File: src/pkg/amc_consts.svh
// Register addresses, field positions, reset values and timing figures of the measure control
`ifndef AMC_CONSTS_SVH
`define AMC_CONSTS_SVH

// Register addresses on the core's register port
`define AMC_ADDR_TEMP_RESULT   8'hD7
`define AMC_ADDR_START         8'hD8
`define AMC_ADDR_BATT_RESULT   8'hDF
`define AMC_ADDR_PM_IRQ_EN     8'hEC
`define AMC_ADDR_SUPPLY_RESULT 8'hEF
`define AMC_ADDR_DELTA         8'hF3
`define AMC_ADDR_PM_FLAGS      8'hF8
`define AMC_ADDR_INTERVAL      8'hF9
`define AMC_ADDR_THRESHOLD     8'hFA

// Field positions
`define AMC_START_BATT_BIT     0
`define AMC_START_TEMP_BIT     1
`define AMC_LOW_CELL_BIT       2
`define AMC_TEMP_PERIOD_LSB    0
`define AMC_CELL_PERIOD_LSB    2
`define AMC_PERIOD_W           2
`define AMC_DELTA_LSB          3
`define AMC_DELTA_W            3

// Reset values
`define AMC_RESET_BYTE         8'h00
`define AMC_RESET_PERIOD       2'h0
`define AMC_RESET_DELTA        3'h0

// Delta codes with special meaning
`define AMC_DELTA_NONE         3'h0
`define AMC_DELTA_EVERY        3'h7

// Period code that means no background conversion
`define AMC_PERIOD_OFF         2'h0

// Timing: clock rate in Hz, intervals in minutes, one minute in seconds
`define AMC_CLK_HZ             200000000
`define AMC_SEC_PER_MIN        60
`define AMC_TEMP_P1_MIN        8
`define AMC_TEMP_P2_MIN        2
`define AMC_TEMP_P3_MIN        1
`define AMC_CELL_P1_MIN        16
`define AMC_CELL_P2_MIN        4
`define AMC_CELL_P3_MIN        1

// Request slots at the arbiter, in priority order
`define AMC_SLOT_TEMP_SINGLE   2'h0
`define AMC_SLOT_CELL_SINGLE   2'h1
`define AMC_SLOT_TEMP_BG       2'h2
`define AMC_SLOT_CELL_BG       2'h3
`define AMC_SLOTS              4

`endif

File: src/pkg/amc_pkg.sv
// Types shared by the measure control modules
package amc_pkg;

  // Power mode of the device
  typedef enum logic [1:0] {
    AMC_MAINS_ACTIVE_MODE,
    AMC_CELL_ACTIVE_MODE,
    AMC_CORE_OFF_MODE,
    AMC_MODE_SPARE
  } amc_mode_t;

  // Converter channel
  typedef enum logic {
    AMC_CHAN_TEMP,
    AMC_CHAN_CELL
  } amc_chan_t;

endpackage : amc_pkg

File: src/pkg/amc_conv_if.sv
// Request and completion carrier between the control core and the arbiter
`timescale 1ns/100ps
interface amc_conv_if;
  logic [3:0] pend;       // Pending request per slot
  logic [3:0] accept;     // Slot taken by converter, one-cycle pulse
  logic       done;       // Conversion finished, one-cycle pulse
  logic [1:0] done_slot;  // Slot that finished
  logic [7:0] done_data;  // Converted value

  modport ctrl (output pend, input accept, input done, input done_slot, input done_data);
  modport arb  (input pend, output accept, output done, output done_slot, output done_data);
endinterface : amc_conv_if

File: src/logic/amc_interval_timer.sv
// Background interval timer: one due pulse per programmed interval
`timescale 1ns/100ps
`include "amc_consts.svh"
module amc_interval_timer #(
  parameter int unsigned SEC_CYCLES = `AMC_CLK_HZ,
  parameter int unsigned P1_MIN     = 1,
  parameter int unsigned P2_MIN     = 1,
  parameter int unsigned P3_MIN     = 1
) (
  input  wire logic       clk_i,
  input  wire logic       rst_b_i,
  input  wire logic [1:0] period_i,
  input  wire logic       run_i,
  output logic            due_o
);
  import amc_pkg::*;

  localparam int unsigned P1_S = P1_MIN * `AMC_SEC_PER_MIN;
  localparam int unsigned P2_S = P2_MIN * `AMC_SEC_PER_MIN;
  localparam int unsigned P3_S = P3_MIN * `AMC_SEC_PER_MIN;

  logic [31:0] pre_reg;
  logic [15:0] sec_reg;
  logic [1:0]  period_reg;
  logic [15:0] limit;
  logic        active;
  logic        sec_tick;
  logic        restart;

  // Interval length in seconds, less one, for the code in force
  assign limit    = (period_i == 2'h1) ? 16'(P1_S - 1) :
                    (period_i == 2'h2) ? 16'(P2_S - 1) : 16'(P3_S - 1);
  assign active   = run_i && (period_i != `AMC_PERIOD_OFF);
  assign restart  = !active || (period_i != period_reg);
  assign sec_tick = (pre_reg == 32'(SEC_CYCLES - 1));

  // Prescaler to seconds; a new code restarts the interval from zero
  always_ff @(posedge clk_i or negedge rst_b_i) begin
    if (!rst_b_i) begin
      pre_reg    <= 32'h0;
      sec_reg    <= 16'h0;
      period_reg <= `AMC_RESET_PERIOD;
      due_o      <= 1'b0;
    end else begin
      period_reg <= period_i;
      due_o      <= 1'b0;
      if (restart) begin
        pre_reg <= 32'h0;
        sec_reg <= 16'h0;
      end else if (sec_tick) begin
        pre_reg <= 32'h0;
        if (sec_reg >= limit) begin
          sec_reg <= 16'h0;
          due_o   <= 1'b1;
        end else begin
          sec_reg <= sec_reg + 16'h1;
        end
      end else begin
        pre_reg <= pre_reg + 32'h1;
      end
    end
  end
endmodule : amc_interval_timer

File: src/logic/amc_conv_arbiter.sv
// Converter arbiter: serves one pending slot at a time in fixed priority
`timescale 1ns/100ps
`include "amc_consts.svh"
module amc_conv_arbiter (
  input  wire logic         clk_i,
  input  wire logic         rst_b_i,
  amc_conv_if.arb           cv,
  output logic              conv_req_o,
  output amc_pkg::amc_chan_t conv_chan_o,
  input  wire logic         conv_ack_i,
  input  wire logic         conv_done_i,
  input  wire logic [7:0]   conv_data_i
);
  import amc_pkg::*;

  typedef enum logic [1:0] {ARB_IDLE, ARB_REQ, ARB_BUSY} amc_arb_state_t;

  amc_arb_state_t state_reg;
  logic [1:0]     slot_reg;
  logic [1:0]     pick;
  logic [3:0]     slot_hit;

  // Lowest slot number wins, so single starts beat background ticks
  assign pick = cv.pend[0] ? `AMC_SLOT_TEMP_SINGLE :
                cv.pend[1] ? `AMC_SLOT_CELL_SINGLE :
                cv.pend[2] ? `AMC_SLOT_TEMP_BG : `AMC_SLOT_CELL_BG;

  // Accept pulse per slot while the converter takes the request
  for (genvar s = 0; s < `AMC_SLOTS; s++) begin : g_slot
    assign slot_hit[s] = (slot_reg == 2'(s));
  end

  // Request, wait for acceptance, wait for the result
  always_ff @(posedge clk_i or negedge rst_b_i) begin
    if (!rst_b_i) begin
      state_reg    <= ARB_IDLE;
      slot_reg     <= 2'h0;
      conv_req_o   <= 1'b0;
      conv_chan_o  <= AMC_CHAN_TEMP;
      cv.accept    <= 4'h0;
      cv.done      <= 1'b0;
      cv.done_slot <= 2'h0;
      cv.done_data <= `AMC_RESET_BYTE;
    end else begin
      cv.accept <= 4'h0;
      cv.done   <= 1'b0;
      unique case (state_reg)
        ARB_IDLE: begin
          if (|cv.pend) begin
            slot_reg    <= pick;
            conv_req_o  <= 1'b1;
            conv_chan_o <= pick[0] ? AMC_CHAN_CELL : AMC_CHAN_TEMP;
            state_reg   <= ARB_REQ;
          end
        end
        ARB_REQ: begin
          if (conv_ack_i) begin
            conv_req_o <= 1'b0;
            cv.accept  <= slot_hit;
            state_reg  <= ARB_BUSY;
          end
        end
        ARB_BUSY: begin
          if (conv_done_i) begin
            cv.done      <= 1'b1;
            cv.done_slot <= slot_reg;
            cv.done_data <= conv_data_i;
            state_reg    <= ARB_IDLE;
          end
        end
        default: state_reg <= ARB_IDLE;
      endcase
    end
  end
endmodule : amc_conv_arbiter

File: src/logic/amc_measure_ctrl.sv
// Temperature and cell measurement control with result registers
`timescale 1ns/100ps
`include "amc_consts.svh"
module amc_measure_ctrl #(
  parameter int unsigned SEC_CYCLES = `AMC_CLK_HZ
) (
  input  wire logic              clk_i,
  input  wire logic              rst_b_i,
  input  amc_pkg::amc_mode_t     mode_i,
  input  wire logic [7:0]        reg_addr_i,
  input  wire logic              reg_wr_i,
  input  wire logic [7:0]        reg_wdata_i,
  input  wire logic              reg_rd_i,
  output logic [7:0]             reg_rdata_o,
  output logic                   conv_req_o,
  output amc_pkg::amc_chan_t     conv_chan_o,
  input  wire logic              conv_ack_i,
  input  wire logic              conv_done_i,
  input  wire logic [7:0]        conv_data_i,
  input  wire logic              supply_event_i,
  input  wire logic [7:0]        supply_data_i,
  output logic                   temp_irq_o,
  output logic                   pm_irq_o
);
  import amc_pkg::*;

  amc_conv_if cv ();

  // Software-visible state
  logic [1:0] start_reg;
  logic [1:0] start_next;
  logic [1:0] temp_period_reg;
  logic [1:0] cell_period_reg;
  logic [2:0] delta_reg;
  logic [7:0] threshold_reg;
  logic       low_cell_flag_reg;
  logic       low_cell_flag_next;
  logic       low_cell_irq_en_reg;
  logic [7:0] temp_result_reg;
  logic [7:0] cell_result_reg;
  logic [7:0] supply_result_reg;
  logic       temp_bg_pend_reg;
  logic       cell_bg_pend_reg;

  // Decoded strobes
  logic wr_start;
  logic wr_interval;
  logic wr_delta;
  logic wr_threshold;
  logic wr_flags;
  logic wr_irq_en;

  // Mode gating
  logic single_ok;
  logic temp_bg_ok;
  logic cell_bg_ok;
  logic temp_due;
  logic cell_due;
  logic temp_bg_keep;
  logic cell_bg_keep;

  // Completion decode
  logic       done_temp;
  logic       done_cell;
  logic       done_single;
  logic [7:0] temp_change_delta;
  logic       temp_moved;
  logic       temp_fire;
  logic       cell_low;
  logic       cell_fire;
  logic [7:0] rd_mux;

  // Read address hits
  logic       rd_temp_res;
  logic       rd_cell_res;
  logic       rd_supply_res;
  logic       rd_start;
  logic       rd_interval;
  logic       rd_delta;
  logic       rd_threshold;
  logic       rd_flags;
  logic       rd_irq_en;

  // Register images as software reads them
  logic [7:0] start_view;
  logic [7:0] interval_view;
  logic [7:0] delta_view;
  logic [7:0] flags_view;
  logic [7:0] irq_en_view;

  // Register port decode
  assign wr_start     = reg_wr_i && (reg_addr_i == `AMC_ADDR_START);
  assign wr_interval  = reg_wr_i && (reg_addr_i == `AMC_ADDR_INTERVAL);
  assign wr_delta     = reg_wr_i && (reg_addr_i == `AMC_ADDR_DELTA);
  assign wr_threshold = reg_wr_i && (reg_addr_i == `AMC_ADDR_THRESHOLD);
  assign wr_flags     = reg_wr_i && (reg_addr_i == `AMC_ADDR_PM_FLAGS);
  assign wr_irq_en    = reg_wr_i && (reg_addr_i == `AMC_ADDR_PM_IRQ_EN);

  // Which conversions each power mode allows
  assign single_ok  = (mode_i == AMC_MAINS_ACTIVE_MODE) ||
                      (mode_i == AMC_CELL_ACTIVE_MODE);
  assign temp_bg_ok = (mode_i == AMC_MAINS_ACTIVE_MODE) ||
                      (mode_i == AMC_CORE_OFF_MODE);
  assign cell_bg_ok = (mode_i == AMC_MAINS_ACTIVE_MODE);

  // Background pending: a tick while one waits merges into it; a mode that
  // forbids the channel drops it, so no stale tick runs in the wrong mode
  assign temp_bg_keep = temp_bg_ok &&
    (temp_due || (temp_bg_pend_reg && !cv.accept[`AMC_SLOT_TEMP_BG]));
  assign cell_bg_keep = cell_bg_ok &&
    (cell_due || (cell_bg_pend_reg && !cv.accept[`AMC_SLOT_CELL_BG]));

  // Slot requests toward the arbiter; single starts wait while the mode forbids them
  assign cv.pend[`AMC_SLOT_TEMP_SINGLE] = start_reg[`AMC_START_TEMP_BIT] && single_ok;
  assign cv.pend[`AMC_SLOT_CELL_SINGLE] = start_reg[`AMC_START_BATT_BIT] && single_ok;
  assign cv.pend[`AMC_SLOT_TEMP_BG]     = temp_bg_pend_reg && temp_bg_ok;
  assign cv.pend[`AMC_SLOT_CELL_BG]     = cell_bg_pend_reg && cell_bg_ok;

  // Start bits: a write sets them, acceptance clears them, a new set wins
  assign start_next[`AMC_START_TEMP_BIT] =
    (wr_start && reg_wdata_i[`AMC_START_TEMP_BIT]) ||
    (start_reg[`AMC_START_TEMP_BIT] && !cv.accept[`AMC_SLOT_TEMP_SINGLE]);
  assign start_next[`AMC_START_BATT_BIT] =
    (wr_start && reg_wdata_i[`AMC_START_BATT_BIT]) ||
    (start_reg[`AMC_START_BATT_BIT] && !cv.accept[`AMC_SLOT_CELL_SINGLE]);

  // Background interval timers, both off while their period field is zero
  amc_interval_timer #(
    .SEC_CYCLES (SEC_CYCLES),
    .P1_MIN     (`AMC_TEMP_P1_MIN),
    .P2_MIN     (`AMC_TEMP_P2_MIN),
    .P3_MIN     (`AMC_TEMP_P3_MIN)
  ) u_temp_timer (
    .clk_i    (clk_i),
    .rst_b_i  (rst_b_i),
    .period_i (temp_period_reg),
    .run_i    (temp_bg_ok),
    .due_o    (temp_due)
  );

  amc_interval_timer #(
    .SEC_CYCLES (SEC_CYCLES),
    .P1_MIN     (`AMC_CELL_P1_MIN),
    .P2_MIN     (`AMC_CELL_P2_MIN),
    .P3_MIN     (`AMC_CELL_P3_MIN)
  ) u_cell_timer (
    .clk_i    (clk_i),
    .rst_b_i  (rst_b_i),
    .period_i (cell_period_reg),
    .run_i    (cell_bg_ok),
    .due_o    (cell_due)
  );

  // One converter shared by both channels
  amc_conv_arbiter u_arbiter (
    .clk_i       (clk_i),
    .rst_b_i     (rst_b_i),
    .cv          (cv.arb),
    .conv_req_o  (conv_req_o),
    .conv_chan_o (conv_chan_o),
    .conv_ack_i  (conv_ack_i),
    .conv_done_i (conv_done_i),
    .conv_data_i (conv_data_i)
  );

  // Completion decode: slot bit 0 is the channel, slot bit 1 marks background
  assign done_temp   = cv.done && !cv.done_slot[0];
  assign done_cell   = cv.done && cv.done_slot[0];
  assign done_single = !cv.done_slot[1];

  // Change since the last value that interrupted, held in the result register
  assign temp_change_delta  = (cv.done_data > temp_result_reg) ? (cv.done_data - temp_result_reg)
                                                       : (temp_result_reg - cv.done_data);
  assign temp_moved = (delta_reg == `AMC_DELTA_EVERY) ||
                      ((delta_reg != `AMC_DELTA_NONE) &&
                       (temp_change_delta > {5'h0, delta_reg}));
  assign temp_fire  = done_temp && (done_single || temp_moved);

  // Cell: below threshold, or the end of a software start
  assign cell_low  = cv.done_data < threshold_reg;
  assign cell_fire = done_cell && (done_single || cell_low);

  // Low cell flag: hardware set wins over a software clear in the same cycle
  assign low_cell_flag_next = cell_fire ||
    (low_cell_flag_reg && !(wr_flags && !reg_wdata_i[`AMC_LOW_CELL_BIT]));

  // Configuration registers
  always_ff @(posedge clk_i or negedge rst_b_i) begin
    if (!rst_b_i) begin
      temp_period_reg     <= `AMC_RESET_PERIOD;
      cell_period_reg     <= `AMC_RESET_PERIOD;
      delta_reg           <= `AMC_RESET_DELTA;
      threshold_reg       <= `AMC_RESET_BYTE;
      low_cell_irq_en_reg <= 1'b0;
    end else begin
      if (wr_interval) begin
        temp_period_reg <= reg_wdata_i[`AMC_TEMP_PERIOD_LSB +: `AMC_PERIOD_W];
        cell_period_reg <= reg_wdata_i[`AMC_CELL_PERIOD_LSB +: `AMC_PERIOD_W];
      end
      if (wr_delta) begin
        delta_reg <= reg_wdata_i[`AMC_DELTA_LSB +: `AMC_DELTA_W];
      end
      if (wr_threshold) begin
        threshold_reg <= reg_wdata_i;
      end
      if (wr_irq_en) begin
        low_cell_irq_en_reg <= reg_wdata_i[`AMC_LOW_CELL_BIT];
      end
    end
  end

  // Start bits and background pending; a due tick while one waits merges into it
  always_ff @(posedge clk_i or negedge rst_b_i) begin
    if (!rst_b_i) begin
      start_reg        <= 2'h0;
      temp_bg_pend_reg <= 1'b0;
      cell_bg_pend_reg <= 1'b0;
    end else begin
      start_reg        <= start_next;
      temp_bg_pend_reg <= temp_bg_keep;
      cell_bg_pend_reg <= cell_bg_keep;
    end
  end

  // Results load only on their channel event; no status flag for temperature
  always_ff @(posedge clk_i or negedge rst_b_i) begin
    if (!rst_b_i) begin
      temp_result_reg   <= `AMC_RESET_BYTE;
      cell_result_reg   <= `AMC_RESET_BYTE;
      supply_result_reg <= `AMC_RESET_BYTE;
      low_cell_flag_reg <= 1'b0;
      temp_irq_o        <= 1'b0;
      pm_irq_o          <= 1'b0;
    end else begin
      if (temp_fire) begin
        temp_result_reg <= cv.done_data;
      end
      if (cell_fire) begin
        cell_result_reg <= cv.done_data;
      end
      if (supply_event_i) begin
        supply_result_reg <= supply_data_i;
      end
      low_cell_flag_reg <= low_cell_flag_next;
      temp_irq_o        <= temp_fire;
      pm_irq_o          <= low_cell_flag_next && low_cell_irq_en_reg;
    end
  end

  // Read address decode
  assign rd_temp_res   = (reg_addr_i == `AMC_ADDR_TEMP_RESULT);
  assign rd_cell_res   = (reg_addr_i == `AMC_ADDR_BATT_RESULT);
  assign rd_supply_res = (reg_addr_i == `AMC_ADDR_SUPPLY_RESULT);
  assign rd_start      = (reg_addr_i == `AMC_ADDR_START);
  assign rd_interval   = (reg_addr_i == `AMC_ADDR_INTERVAL);
  assign rd_delta      = (reg_addr_i == `AMC_ADDR_DELTA);
  assign rd_threshold  = (reg_addr_i == `AMC_ADDR_THRESHOLD);
  assign rd_flags      = (reg_addr_i == `AMC_ADDR_PM_FLAGS);
  assign rd_irq_en     = (reg_addr_i == `AMC_ADDR_PM_IRQ_EN);

  // Fields placed at their positions; start and period fields already sit at the bottom
  assign start_view    = 8'(start_reg);
  assign interval_view = 8'({cell_period_reg, temp_period_reg});
  assign delta_view    = 8'(delta_reg) << `AMC_DELTA_LSB;
  assign flags_view    = 8'(low_cell_flag_reg) << `AMC_LOW_CELL_BIT;
  assign irq_en_view   = 8'(low_cell_irq_en_reg) << `AMC_LOW_CELL_BIT;

  // Read selection; unmapped addresses and unused bits read zero
  assign rd_mux =
    rd_temp_res   ? temp_result_reg :
    rd_cell_res   ? cell_result_reg :
    rd_supply_res ? supply_result_reg :
    rd_start      ? start_view :
    rd_interval   ? interval_view :
    rd_delta      ? delta_view :
    rd_threshold  ? threshold_reg :
    rd_flags      ? flags_view :
    rd_irq_en     ? irq_en_view :
                    `AMC_RESET_BYTE;

  // Read data registered one cycle after the read strobe, held until next read
  always_ff @(posedge clk_i or negedge rst_b_i) begin
    if (!rst_b_i) begin
      reg_rdata_o <= `AMC_RESET_BYTE;
    end else if (reg_rd_i) begin
      reg_rdata_o <= rd_mux;
    end
  end
endmodule : amc_measure_ctrl

File: config.mk
export PLATFORM = sky130hd
export DESIGN_NAME = amc_measure_ctrl
export DESIGN_NICKNAME = d
export VERILOG_FILES = /design/src/pkg/amc_pkg.sv /design/src/pkg/amc_conv_if.sv /design/src/logic/amc_interval_timer.sv /design/src/logic/amc_conv_arbiter.sv /design/src/logic/amc_measure_ctrl.sv
export VERILOG_INCLUDE_DIRS = /design/src /design/src/pkg
export SDC_FILE = /design/constraint.sdc
export NUM_CORES = 1
export LEC_CHECK = 0
export ABC_AREA = 0
export BUFFER_PORTS_ARGS = -buffer_cell sky130_fd_sc_hd__buf_2
export CORE_MARGIN = 4
export CORE_UTILIZATION = 40
export CTS_BUF_LIST = sky130_fd_sc_hd__clkbuf_16
export DETAILED_ROUTE_END_ITERATION = 8
export GPL_TIMING_DRIVEN = 0
export SLEW_MARGIN = 15
export SYNTH_ARGS = -nofsm -noshare
export SYNTH_HDL_FRONTEND = slang
export SYNTH_SLANG_ARGS = --single-unit
File: constraint.sdc
create_clock -name clk_i -period 5.2 [get_ports clk_i]
set_input_delay 1.04 -clock clk_i [delete_from_list [all_inputs] [get_ports clk_i]]
set_output_delay 1.04 -clock clk_i [all_outputs]
set_load 0.005 [all_outputs]
# Word level (Yosys, flattened, before mapping)
# Cells that the tools add are included.
[classes] reduce_logical=64 muxes=45 add_sub_neg=6 eq_ne=28 n_lt_le_gt_ge=5
[op_table] operator="$mux W16" n=8
[op_table] operator="$mux W32" n=4
[op_table] operator="$eq A8 B8 Y1 const B" n=9
[op_table] operator="$mux W8" n=9
[op_table] operator="$add A32 B1 Y32 const B" n=2
[op_table] operator="$eq A32 B28 Y1 const B" n=2
[op_table] operator="$add A16 B1 Y16 const B" n=2
[op_table] operator="$ge A16 B16 Y1" n=2
[op_table] operator="$logic_and A1 B1 Y1" n=28
[op_table] operator="$sub A8 B8 Y8" n=2
[op_table] operator="$eq A2 B2 Y1 const B" n=6
[op_table] operator="$logic_or A1 B1 Y1" n=12
[op_table] operator="$mux W1" n=12
[op_table] operator="$eq A2 B1 Y1 const B" n=5
[op_table] operator="$logic_not A1 Y1" n=10
[op_table] operator="$mux W2" n=5
[op_table] operator="$reduce_bool A2 Y1" n=5
[op_table] operator="$gt A8 B3 Y1" n=1
[op_table] operator="$gt A8 B8 Y1" n=1
[op_table] operator="$lt A8 B8 Y1" n=1
[op_table] operator="$mux W4" n=2
[op_table] operator="$mux W7" n=1
[op_table] operator="$logic_not A2 Y1" n=3
[op_table] operator="$mux W3" n=2
[op_table] operator="10 further kinds" n=14
[word_totals] elab_cells=179 regBits=178

# Depth between registers and ports, before layout
# Gate-level depths: netlist (run 1).
[depth] ltp_word=10 depth_mapped=20

# By module
# A second synthesis (run 1) with hierarchy kept.
[hier_totals] hier_cells=989 area_unflattened_um2=9895.7
[by_module_without_submodules] mod="amc_measure_ctrl" area_per_inst_um2=3454.6 cells_each=346 seq_area_each_um2=1376.3 instances=1
[by_module_without_submodules] mod="amc_interval_timer at u_temp_timer" area_per_inst_um2=2874.0 cells_each=310 seq_area_each_um2=1276.2 instances=1
[by_module_without_submodules] mod="amc_interval_timer at u_cell_timer" area_per_inst_um2=2757.6 cells_each=279 seq_area_each_um2=1276.2 instances=1
[by_module_without_submodules] mod="amc_conv_arbiter" area_per_inst_um2=809.5 cells_each=54 seq_area_each_um2=500.5 instances=1

# Least setup slack after synthesis (run 1)
# Ideal clock, no wire load.
[synth_path] path_type="register to register" from="register u_arbiter.cv.done_data[0]" to="register temp_result_reg[0]" setup_slack_ps=1168 setup_ps=67 arrival_time_ps=3965 stages_incl_launch_ff=19 period_less_slack_ps=4032 cell_sequence="dfrtp_1 > inv_1 > ha_1 > inv_1 > fa_1 > a211oi_1 > nor4_1 > or3_1 > o31a_1 > mux2_2 > ha_1 > a211oi_1 > o21ai_0 > nor4_1 > o211ai_1 > o221ai_1 > a32o_1 > clkbuf_1 > a221o_1"
[synth_between] elab_chain_len=7 word_cells_on_any_way=9 classes_between="add/sub: 2; order compare: 2; mux: 1; reduce/logical: 4"
[synth_lines] element="start, declared" line="amc_conv_if.sv:11" rtl="modport arb (input pend, output accept, output done, output done_slot, output done_data);"
[synth_lines] element="start signal, assigned" line="amc_conv_arbiter.sv:43" rtl="cv.done_data <= `AMC_RESET_BYTE;"
[synth_lines] element="start signal, assigned" line="amc_conv_arbiter.sv:67" rtl="cv.done_data <= conv_data_i;"
[synth_lines] element="$sub A8 B8 Y8, or another cell as far along" line="amc_measure_ctrl.sv:173" rtl=": (temp_result_reg - cv.done_data);"
[synth_lines] element="$mux W8" line="amc_measure_ctrl.sv:172" rtl="assign temp_change_delta = (cv.done_data > temp_result_reg) ? (cv.done_data - temp_result_reg)"
[synth_lines] element="$gt A8 B3 Y1" line="amc_measure_ctrl.sv:176" rtl="(temp_change_delta > {5'h0, delta_reg}));"
[synth_lines] element="$logic_and A1 B1 Y1" line="amc_measure_ctrl.sv:175" rtl="((delta_reg != `AMC_DELTA_NONE) &&"
[synth_lines] element="$logic_or A1 B1 Y1" line="amc_measure_ctrl.sv:174" rtl="assign temp_moved = (delta_reg == `AMC_DELTA_EVERY) ||"
[synth_lines] element="$logic_or A1 B1 Y1" line="amc_measure_ctrl.sv:177" rtl="assign temp_fire = done_temp && (done_single || temp_moved);"
[synth_lines] element="$logic_and A1 B1 Y1" line="amc_measure_ctrl.sv:177"
[synth_lines] element="end signal, assigned" line="amc_measure_ctrl.sv:228" rtl="temp_result_reg <= `AMC_RESET_BYTE;"
[synth_lines] element="end signal, assigned" line="amc_measure_ctrl.sv:236" rtl="temp_result_reg <= cv.done_data;"
[synth_lines] element="end, declared" line="amc_measure_ctrl.sv:39" rtl="logic [7:0] temp_result_reg;"
# Parallel ways exist; a longest one is shown, timed or not.
# A chain may end at the register's enable or synchronous reset.

# Worst setup path in the final report (run 1)
[layout_path] from="register u_arbiter.cv.done_data[0]" to="register temp_result_reg[7]"
[layout_between] elab_chain_len=7 word_cells_on_any_way=9 classes_between="add/sub: 2; order compare: 2; mux: 1; reduce/logical: 4"
[layout_lines] element="$sub A8 B8 Y8, or another cell as far along" line="amc_measure_ctrl.sv:173"
[layout_lines] element="$mux W8 *" line="amc_measure_ctrl.sv:172"
[layout_lines] element="$gt A8 B3 Y1 *" line="amc_measure_ctrl.sv:176"
[layout_lines] element="$logic_and A1 B1 Y1 *" line="amc_measure_ctrl.sv:175"
[layout_lines] element="$logic_or A1 B1 Y1 *" line="amc_measure_ctrl.sv:174"
[layout_lines] element="$logic_or A1 B1 Y1 *" line="amc_measure_ctrl.sv:177"
[layout_lines] element="$logic_and A1 B1 Y1 *" line="amc_measure_ctrl.sv:177"
# Mark *: on every way between the ends. The rest lies on a longest branch, timed or not.

==> results_dict.tcl, run 1 <==
set metrics [dict create \
    outcome "completed" \
    port_buffers 50 \
    clkSinkCount 177 \
    cts_tree "done" \
    worst_path_largest_cell_delay_ps 420 \
    synth.avg_cell_area_um2 9.636 \
    end_kind "register" \
    synth.area.top_cells "dfrtp_1, ha_1, nor2_1" \
    synthArstFlopShare_pct 100.0 \
    wl_per_cell_um 15.36 \
    grt_pass1_vias 7162 \
    die_width_um 162.0 \
    synth_edf_count 0 \
    drc_errors 0 \
    grt_usage_pct 16.73 \
    p_sw_share_pct 35.58 \
    ys_ff_latch 177 \
    gr-total-overflow 0 \
    io_pins 53 \
    synth_top_area_share_pct 46.71 \
    setup_viol 0 \
    cp_data_required_time_ps 5510 \
    postCtsHoldBufs 0 \
    final_cell_area_um2 10840 \
    synth_top_area_cell "dfrtp_1" \
    leakagePower_nw 4.642 \
    vdd_ir_drop_max_v 0.0002225 \
    grt_pass1_wl_um 35820 \
    cts_root_buf "clkbuf_16" \
    path_cells "inv_1 -> ha_1 -> inv_1 -> fa_1 -> a211oi_1 -> nor4_1 -> or3_1 -> o31a_1 -> mux2_2 -> ha_1 -> a211oi_1 -> o21ai_0 -> nor4_1 -> o211ai_1 -> o221ai_1 -> a21oi_1 -> a221o_1" \
    yosys_warnings 0 \
    drive_gt1_share_pct 12.37 \
    clkPwrFrac_pct 31.2 \
    cpLargestDelayFamily "compound AO/OA/AOI/OAI gates" \
    dieArea_um2 26230 \
    syn_nets 1074 \
    clk_pin_slew_ps 70 \
    path_class "reg2reg" \
    p_int_mw 2.886 \
    synth_common_cells "dfrtp_1, nor2_1, nand2_1, inv_1" \
    gp_congestion 0.8602 \
    dp_hpwl_um 15600 \
    cts_resized 0 \
    p_per_area_nw_per_um2 413.2 \
    cts_setup_buffers 0 \
    worstPathArrival_ps 5130 \
    cts_made_buffers 17 \
    rows 56 \
    fin_crit_sh_pct 92.73 \
    hold_violations 0 \
    initialDrtViolationCount 380 \
    synth_area_um2 9482 \
    yosysSeqAreaShare_pct 46.71 \
    tns_ps 0 \
    antenna_found_initial 6 \
    synth_cell_type_count 64 \
    seq_power_share_pct 37.4 \
    hp-class "reg2reg" \
    synth-main-ff-cell "dfrtp_1" \
    final.min_clock_period_ps 4822 \
    cap_viol_max_count 0 \
    fmax_mhz 207.4 \
    yosysMostFrequentCell "dfrtp_1" \
    power_switching_mw 1.594 \
    dr_total_vias 7264 \
    rsz0062_at_grt "no" \
    dpl-instance-area_um2 10200 \
    max_slew.worst_pin.slew_ps 1093 \
    die_h_um 162.0 \
    antenna_left 0 \
    drt-vias-per-instance 5.237 \
    slew-limit-headroom_pct 27.13 \
    initial_core_util_pct 40.52 \
    power_frac_comb_pct 31.4 \
    clk_path_buf_depth 2 \
    clock_latency_ps 430 \
    dr.pass1.iters 5 \
    syn_inst 984 \
    clock_skew_ps 15.93 \
    cts_max_level 4 \
    crit_fanout 8 \
    fin_nets 1144 \
    crit_slowest_cell "dfrtp_1" \
    drt-total-wl_um 21300 \
    hold_ws_ps 430.9 \
    critPathBufInv 2 \
    drv_slew 0 \
    coreArea_um2 23400 \
    grt_start_max_net_pins 98 \
    area_delta_synth_final_pct 14.34 \
    startpoint_type "register" \
]
[kinds of logic after synthesis]
| group | Yosys count | synth area share [%] |
|---|---|---|
| AND/OR/NAND/NOR | 381 | 19.56 |
| multiplexers | 45 | 5.199 |
| adder cells (fa/ha/maj) | 49 | 6.624 |
| flip-flops | 177 | 46.71 |
| XOR/XNOR | 72 | 6.651 |
| AO/OA/AOI/OAI | 167 | 11.45 |
| buffers and inverters | 93 | 3.800 |
[worst paths after layout]
| check | startpoint | endpoint | slack, ps | cells past startpoint |
|---|---|---|---|---|
| max in group asynchronous | rst_b_i | u_arbiter.cv.accept[2] | 3810 | 3 |
| worst max register to register | u_arbiter.cv.done_data[0] | temp_result_reg[7] | 380 | 17 |
| worst max-delay path | u_arbiter.cv.done_data[0] | temp_result_reg[7] | 380 | 17 |
| min in group asynchronous | rst_b_i | u_cell_timer.pre_reg[6] | 600 | 2 |
| worst min-delay path | u_arbiter.cv.accept[0] | start_reg[1] | 430 | 1 |
| worst min register to register | u_arbiter.cv.accept[0] | start_reg[1] | 430 | 1 |
[routing by layer]
layer	GRT usage [%]	share of wire, %	routed length, um	vias to the layer above
met5	0	0.30	63	-
met4	3.960	1.4	302	10
met3	4.593	4.2	904	32
met2	27.11	46	9898	110
met1	22.52	48	10130	3519
li1	-	-	-	3593
[through the flow]
step                instances  utilization (%)  total power, mW  setup slack (ps)
floorplan                 984                -            2.700              1168
global placement         1353            43.29            3.074             99.52
detailed placement       1355            43.60            3.106             313.2
CTS                      1387            46.33            4.514             291.5
global route             1387            46.33            4.797             111.2
finish                   1387            46.33            4.480             378.0
[power groups by stage]
stage | clock [mW] | combinational [mW] | sequential, mW
finish | 1.40 | 1.41 | 1.68
global placement | 0 | 1.37 | 1.70
CTS | 1.43 | 1.41 | 1.68
global route | 1.49 | 1.61 | 1.70
floorplan | 0 | 1.06 | 1.64
detailed placement | 0 | 1.40 | 1.71
[cell type report]
class,instances,area (um^2)
antenna,1,2.502
inverter,66,247.7
sequential,177,4429
buffer,26,108.9
fill,2278,12560
multi-input combinational,714,4698
clock inverter,15,215.2
tap,319,399.1
clock buffer,17,425.4
timing repair buffer,52,315.3
[worst reg2reg max path: stages (launching register included)]
cell and delay (ps):
dfrtp_1 420, inv_1 150, ha_1 170, inv_1 50
fa_1 410, a211oi_1 320, nor4_1 110, or3_1 380
o31a_1 170, mux2_2 320, ha_1 290, a211oi_1 310
o21ai_0 140, nor4_1 320, o211ai_1 220, o221ai_1 250
a21oi_1 300, a221o_1 370
[cell usage in the layout (no fill, tap or decap), types with 17 or more instances in the layout]
master,instances
a21oi_1,39
buf_2,52
clkbuf_1,19
clkbuf_16,17
dfrtp_1,177
ha_1,47
inv_1,66
mux2_2,34
nand2_1,90
nand3_1,38
nand4_1,18
nor2_1,125
nor3_1,20
o21ai_0,47
xnor2_1,29
xor2_1,43
(Power assumes the default switching activity.)
==> run 2, diff against run 1 <==
--- a/config.mk
+++ b/config.mk
@@ -8,11 +8,14 @@
 export LEC_CHECK = 0
 export ABC_AREA = 0
 export BUFFER_PORTS_ARGS = -buffer_cell sky130_fd_sc_hd__buf_2
+export CELL_PAD_IN_SITES_DETAIL_PLACEMENT = 0
+export CELL_PAD_IN_SITES_GLOBAL_PLACEMENT = 1
 export CORE_MARGIN = 4
-export CORE_UTILIZATION = 40
+export CORE_UTILIZATION = 48
 export CTS_BUF_LIST = sky130_fd_sc_hd__clkbuf_16
 export DETAILED_ROUTE_END_ITERATION = 8
 export GPL_TIMING_DRIVEN = 0
+export PLACE_DENSITY_LB_ADDON = 0.1
 export SLEW_MARGIN = 15
 export SYNTH_ARGS = -nofsm -noshare
 export SYNTH_HDL_FRONTEND = slang
==> run 2 against run 1 <==
Effect of this change: worst setup slack better by 6.5 ps; cell count shrank 4.0%; maximum frequency grew 0.13%; combinational power barely moved; critical path type unchanged.
==> results_dict.tcl, run 2 (synthesis results as in run 1) <==
set metrics [dict create \
    dieArea_um2 22070 \
    final.min_clock_period_ps 4816 \
    hp-class "reg2reg" \
    dp_hpwl_um 15820 \
    antenna_found_initial 2 \
    rr_startpoint "u_arbiter.cv.done_data[0]" \
    gp_congestion 0.8556 \
    mostFrequentLayoutCells "dfrtp_1, nor2_1, nand2_1" \
    die_width_um 148.5 \
    cts_made_buffers 17 \
    path_cells "inv_1 -> ha_1 -> inv_1 -> fa_1 -> a211oi_1 -> nor4_1 -> or3_1 -> o31a_1 -> mux2_2 -> ha_1 -> a211oi_1 -> o21ai_0 -> nor4_1 -> o211ai_1 -> o221ai_1 -> a21oi_1 -> a221o_1" \
    grt_util_met3_pct 4.449 \
    p_per_area_nw_per_um2 411.3 \
    crit_fanout 8 \
    worst_path_largest_cell_delay_ps 420 \
    crit_slowest_cell "fa_1" \
    path_class "reg2reg" \
    cap_viol_max_count 0 \
    setup_viol 0 \
    coreArea_um2 19460 \
    outcome "completed" \
    rows 51 \
    cts_root_buf "clkbuf_16" \
    grt_pass1_wl_um 36140 \
    worstPathArrival_ps 5130 \
    min_to "start_reg[0]" \
    fmax_mhz 207.7 \
    vdd_ir_drop_max_v 0.0002373 \
    use_met2_pct 32.28 \
    cts_setup_buffers 0 \
    worstRegToRegCells 17 \
    cp_data_required_time_ps 5510 \
    drv_slew 0 \
    startpoint_type "register" \
    hold_violations 0 \
    rsz0062_at_grt "no" \
    wl_per_cell_um 16.12 \
    max_slew.worst_pin.slew_ps 1107 \
    initialDrtViolationCount 401 \
    dr_total_vias 7151 \
    io_pins 53 \
    cts_resized 0 \
    drive_gt1_share_pct 12.18 \
    clk_path_buf_depth 2 \
    r2r_slack_ps 380 \
    drt-total-wl_um 21470 \
    clk_pin_slew_ps 70 \
    tns_ps 0 \
    port_buffers 50 \
    final_common_cell "dfrtp_1" \
    min_path_cells 1 \
    fin_crit_sh_pct 92.61 \
    clock_latency_ps 430 \
    fin_nets 1144 \
    end_kind "register" \
    gr-total-overflow 0 \
    grt-busiest-layer "met2" \
    grt_start_max_net_pins 102 \
    diodes 0 \
    grt_pass1_vias 7023 \
    drc_errors 0 \
    postCtsHoldBufs 0 \
    leakagePower_nw 4.624 \
    area_delta_synth_final_pct 13.10 \
    initial_core_util_pct 48.72 \
    met1_usage_pct 28.85 \
    drt-vias-per-instance 5.369 \
    utilization_pct 55.10 \
    slew-limit-headroom_pct 25.19 \
    place_ws_ps 322.3 \
    worstHoldStart "u_arbiter.cv.accept[1]" \
    grt_usage_pct 20.34 \
    worstReg2RegEnd "temp_result_reg[0]" \
    antenna_left 0 \
    clock_skew_ps 12.22 \
    cts_tree "done" \
    clkSinkCount 177 \
    die_h_um 148.5 \
    dr.pass1.iters 5 \
    layout_setup_ws_ps 384.5 \
    cts_max_level 4 \
]
## run 2: worst max path at each step
stage | from | end | slack (ps) | cells past startpoint
floorplan | u_arbiter.cv.done_data[0] | temp_result_reg[0] | 1170 | 18
global placement | rst_b_i | u_cell_timer.pre_reg[5] | 150 | 1
detailed placement | u_arbiter.cv.done_data[0] | temp_result_reg[0] | 320 | 18
CTS | u_arbiter.cv.done_data[0] | temp_result_reg[1] | 310 | 18
global route | u_arbiter.cv.done_data[0] | temp_result_reg[5] | 30 | 17
finish | u_arbiter.cv.done_data[0] | temp_result_reg[0] | 380 | 17
## run 2: power breakdown
group | internal [mW] | switching (mW) | leakage [nW]
registers | 1.51 | 0.161 | 2.39
logic | 0.589 | 0.821 | 1.93
clock network | 0.764 | 0.564 | 0.300
total | 2.86 | 1.55 | 4.62
## run 2: cell type report
type / instances / area [um^2]
inverter: 66 / 247.7
sequential: 177 / 4429
clock inverter: 15 / 190.2
fill: 1776 / 8738
timing repair buffer: 52 / 292.8
buffer: 26 / 108.9
multi-input combinational: 714 / 4698
tap: 265 / 331.6
clock buffer: 17 / 425.4
## run 2: critical path, delay by kind of cell (launching register included)
kind                     cells  cell delay [ps]
buffers and inverters        2              200
AND/OR/NAND/NOR              3              790
multiplexers                 1              310
flip-flops                   1              410
AO/OA/AOI/OAI                8             2080
adder cells (fa/ha/maj)      3              900
## run 2: per-layer routing
metal | up-vias | wire length (um)
met5 | - | 23
met4 | 4 | 187
met3 | 13 | 830
met2 | 89 | 9918
met1 | 3467 | 10510
li1 | 3578 | -
## run 2: per-stage QoR
| stage | hold slack (ps) | std cells | cell area, um^2 | power [mW] |
|---|---|---|---|---|
| detailed placement | 437.8 | 1301 | 10110 | 3.100 |
| CTS | 431.5 | 1333 | 10730 | 4.449 |
| global route | 469.4 | 1332 | 10720 | 4.728 |
| floorplan | 399.6 | 984 | 9482 | 2.700 |
| finish | 425.0 | 1332 | 10720 | 4.410 |
| global placement | 418.5 | 1299 | 10060 | 3.093 |
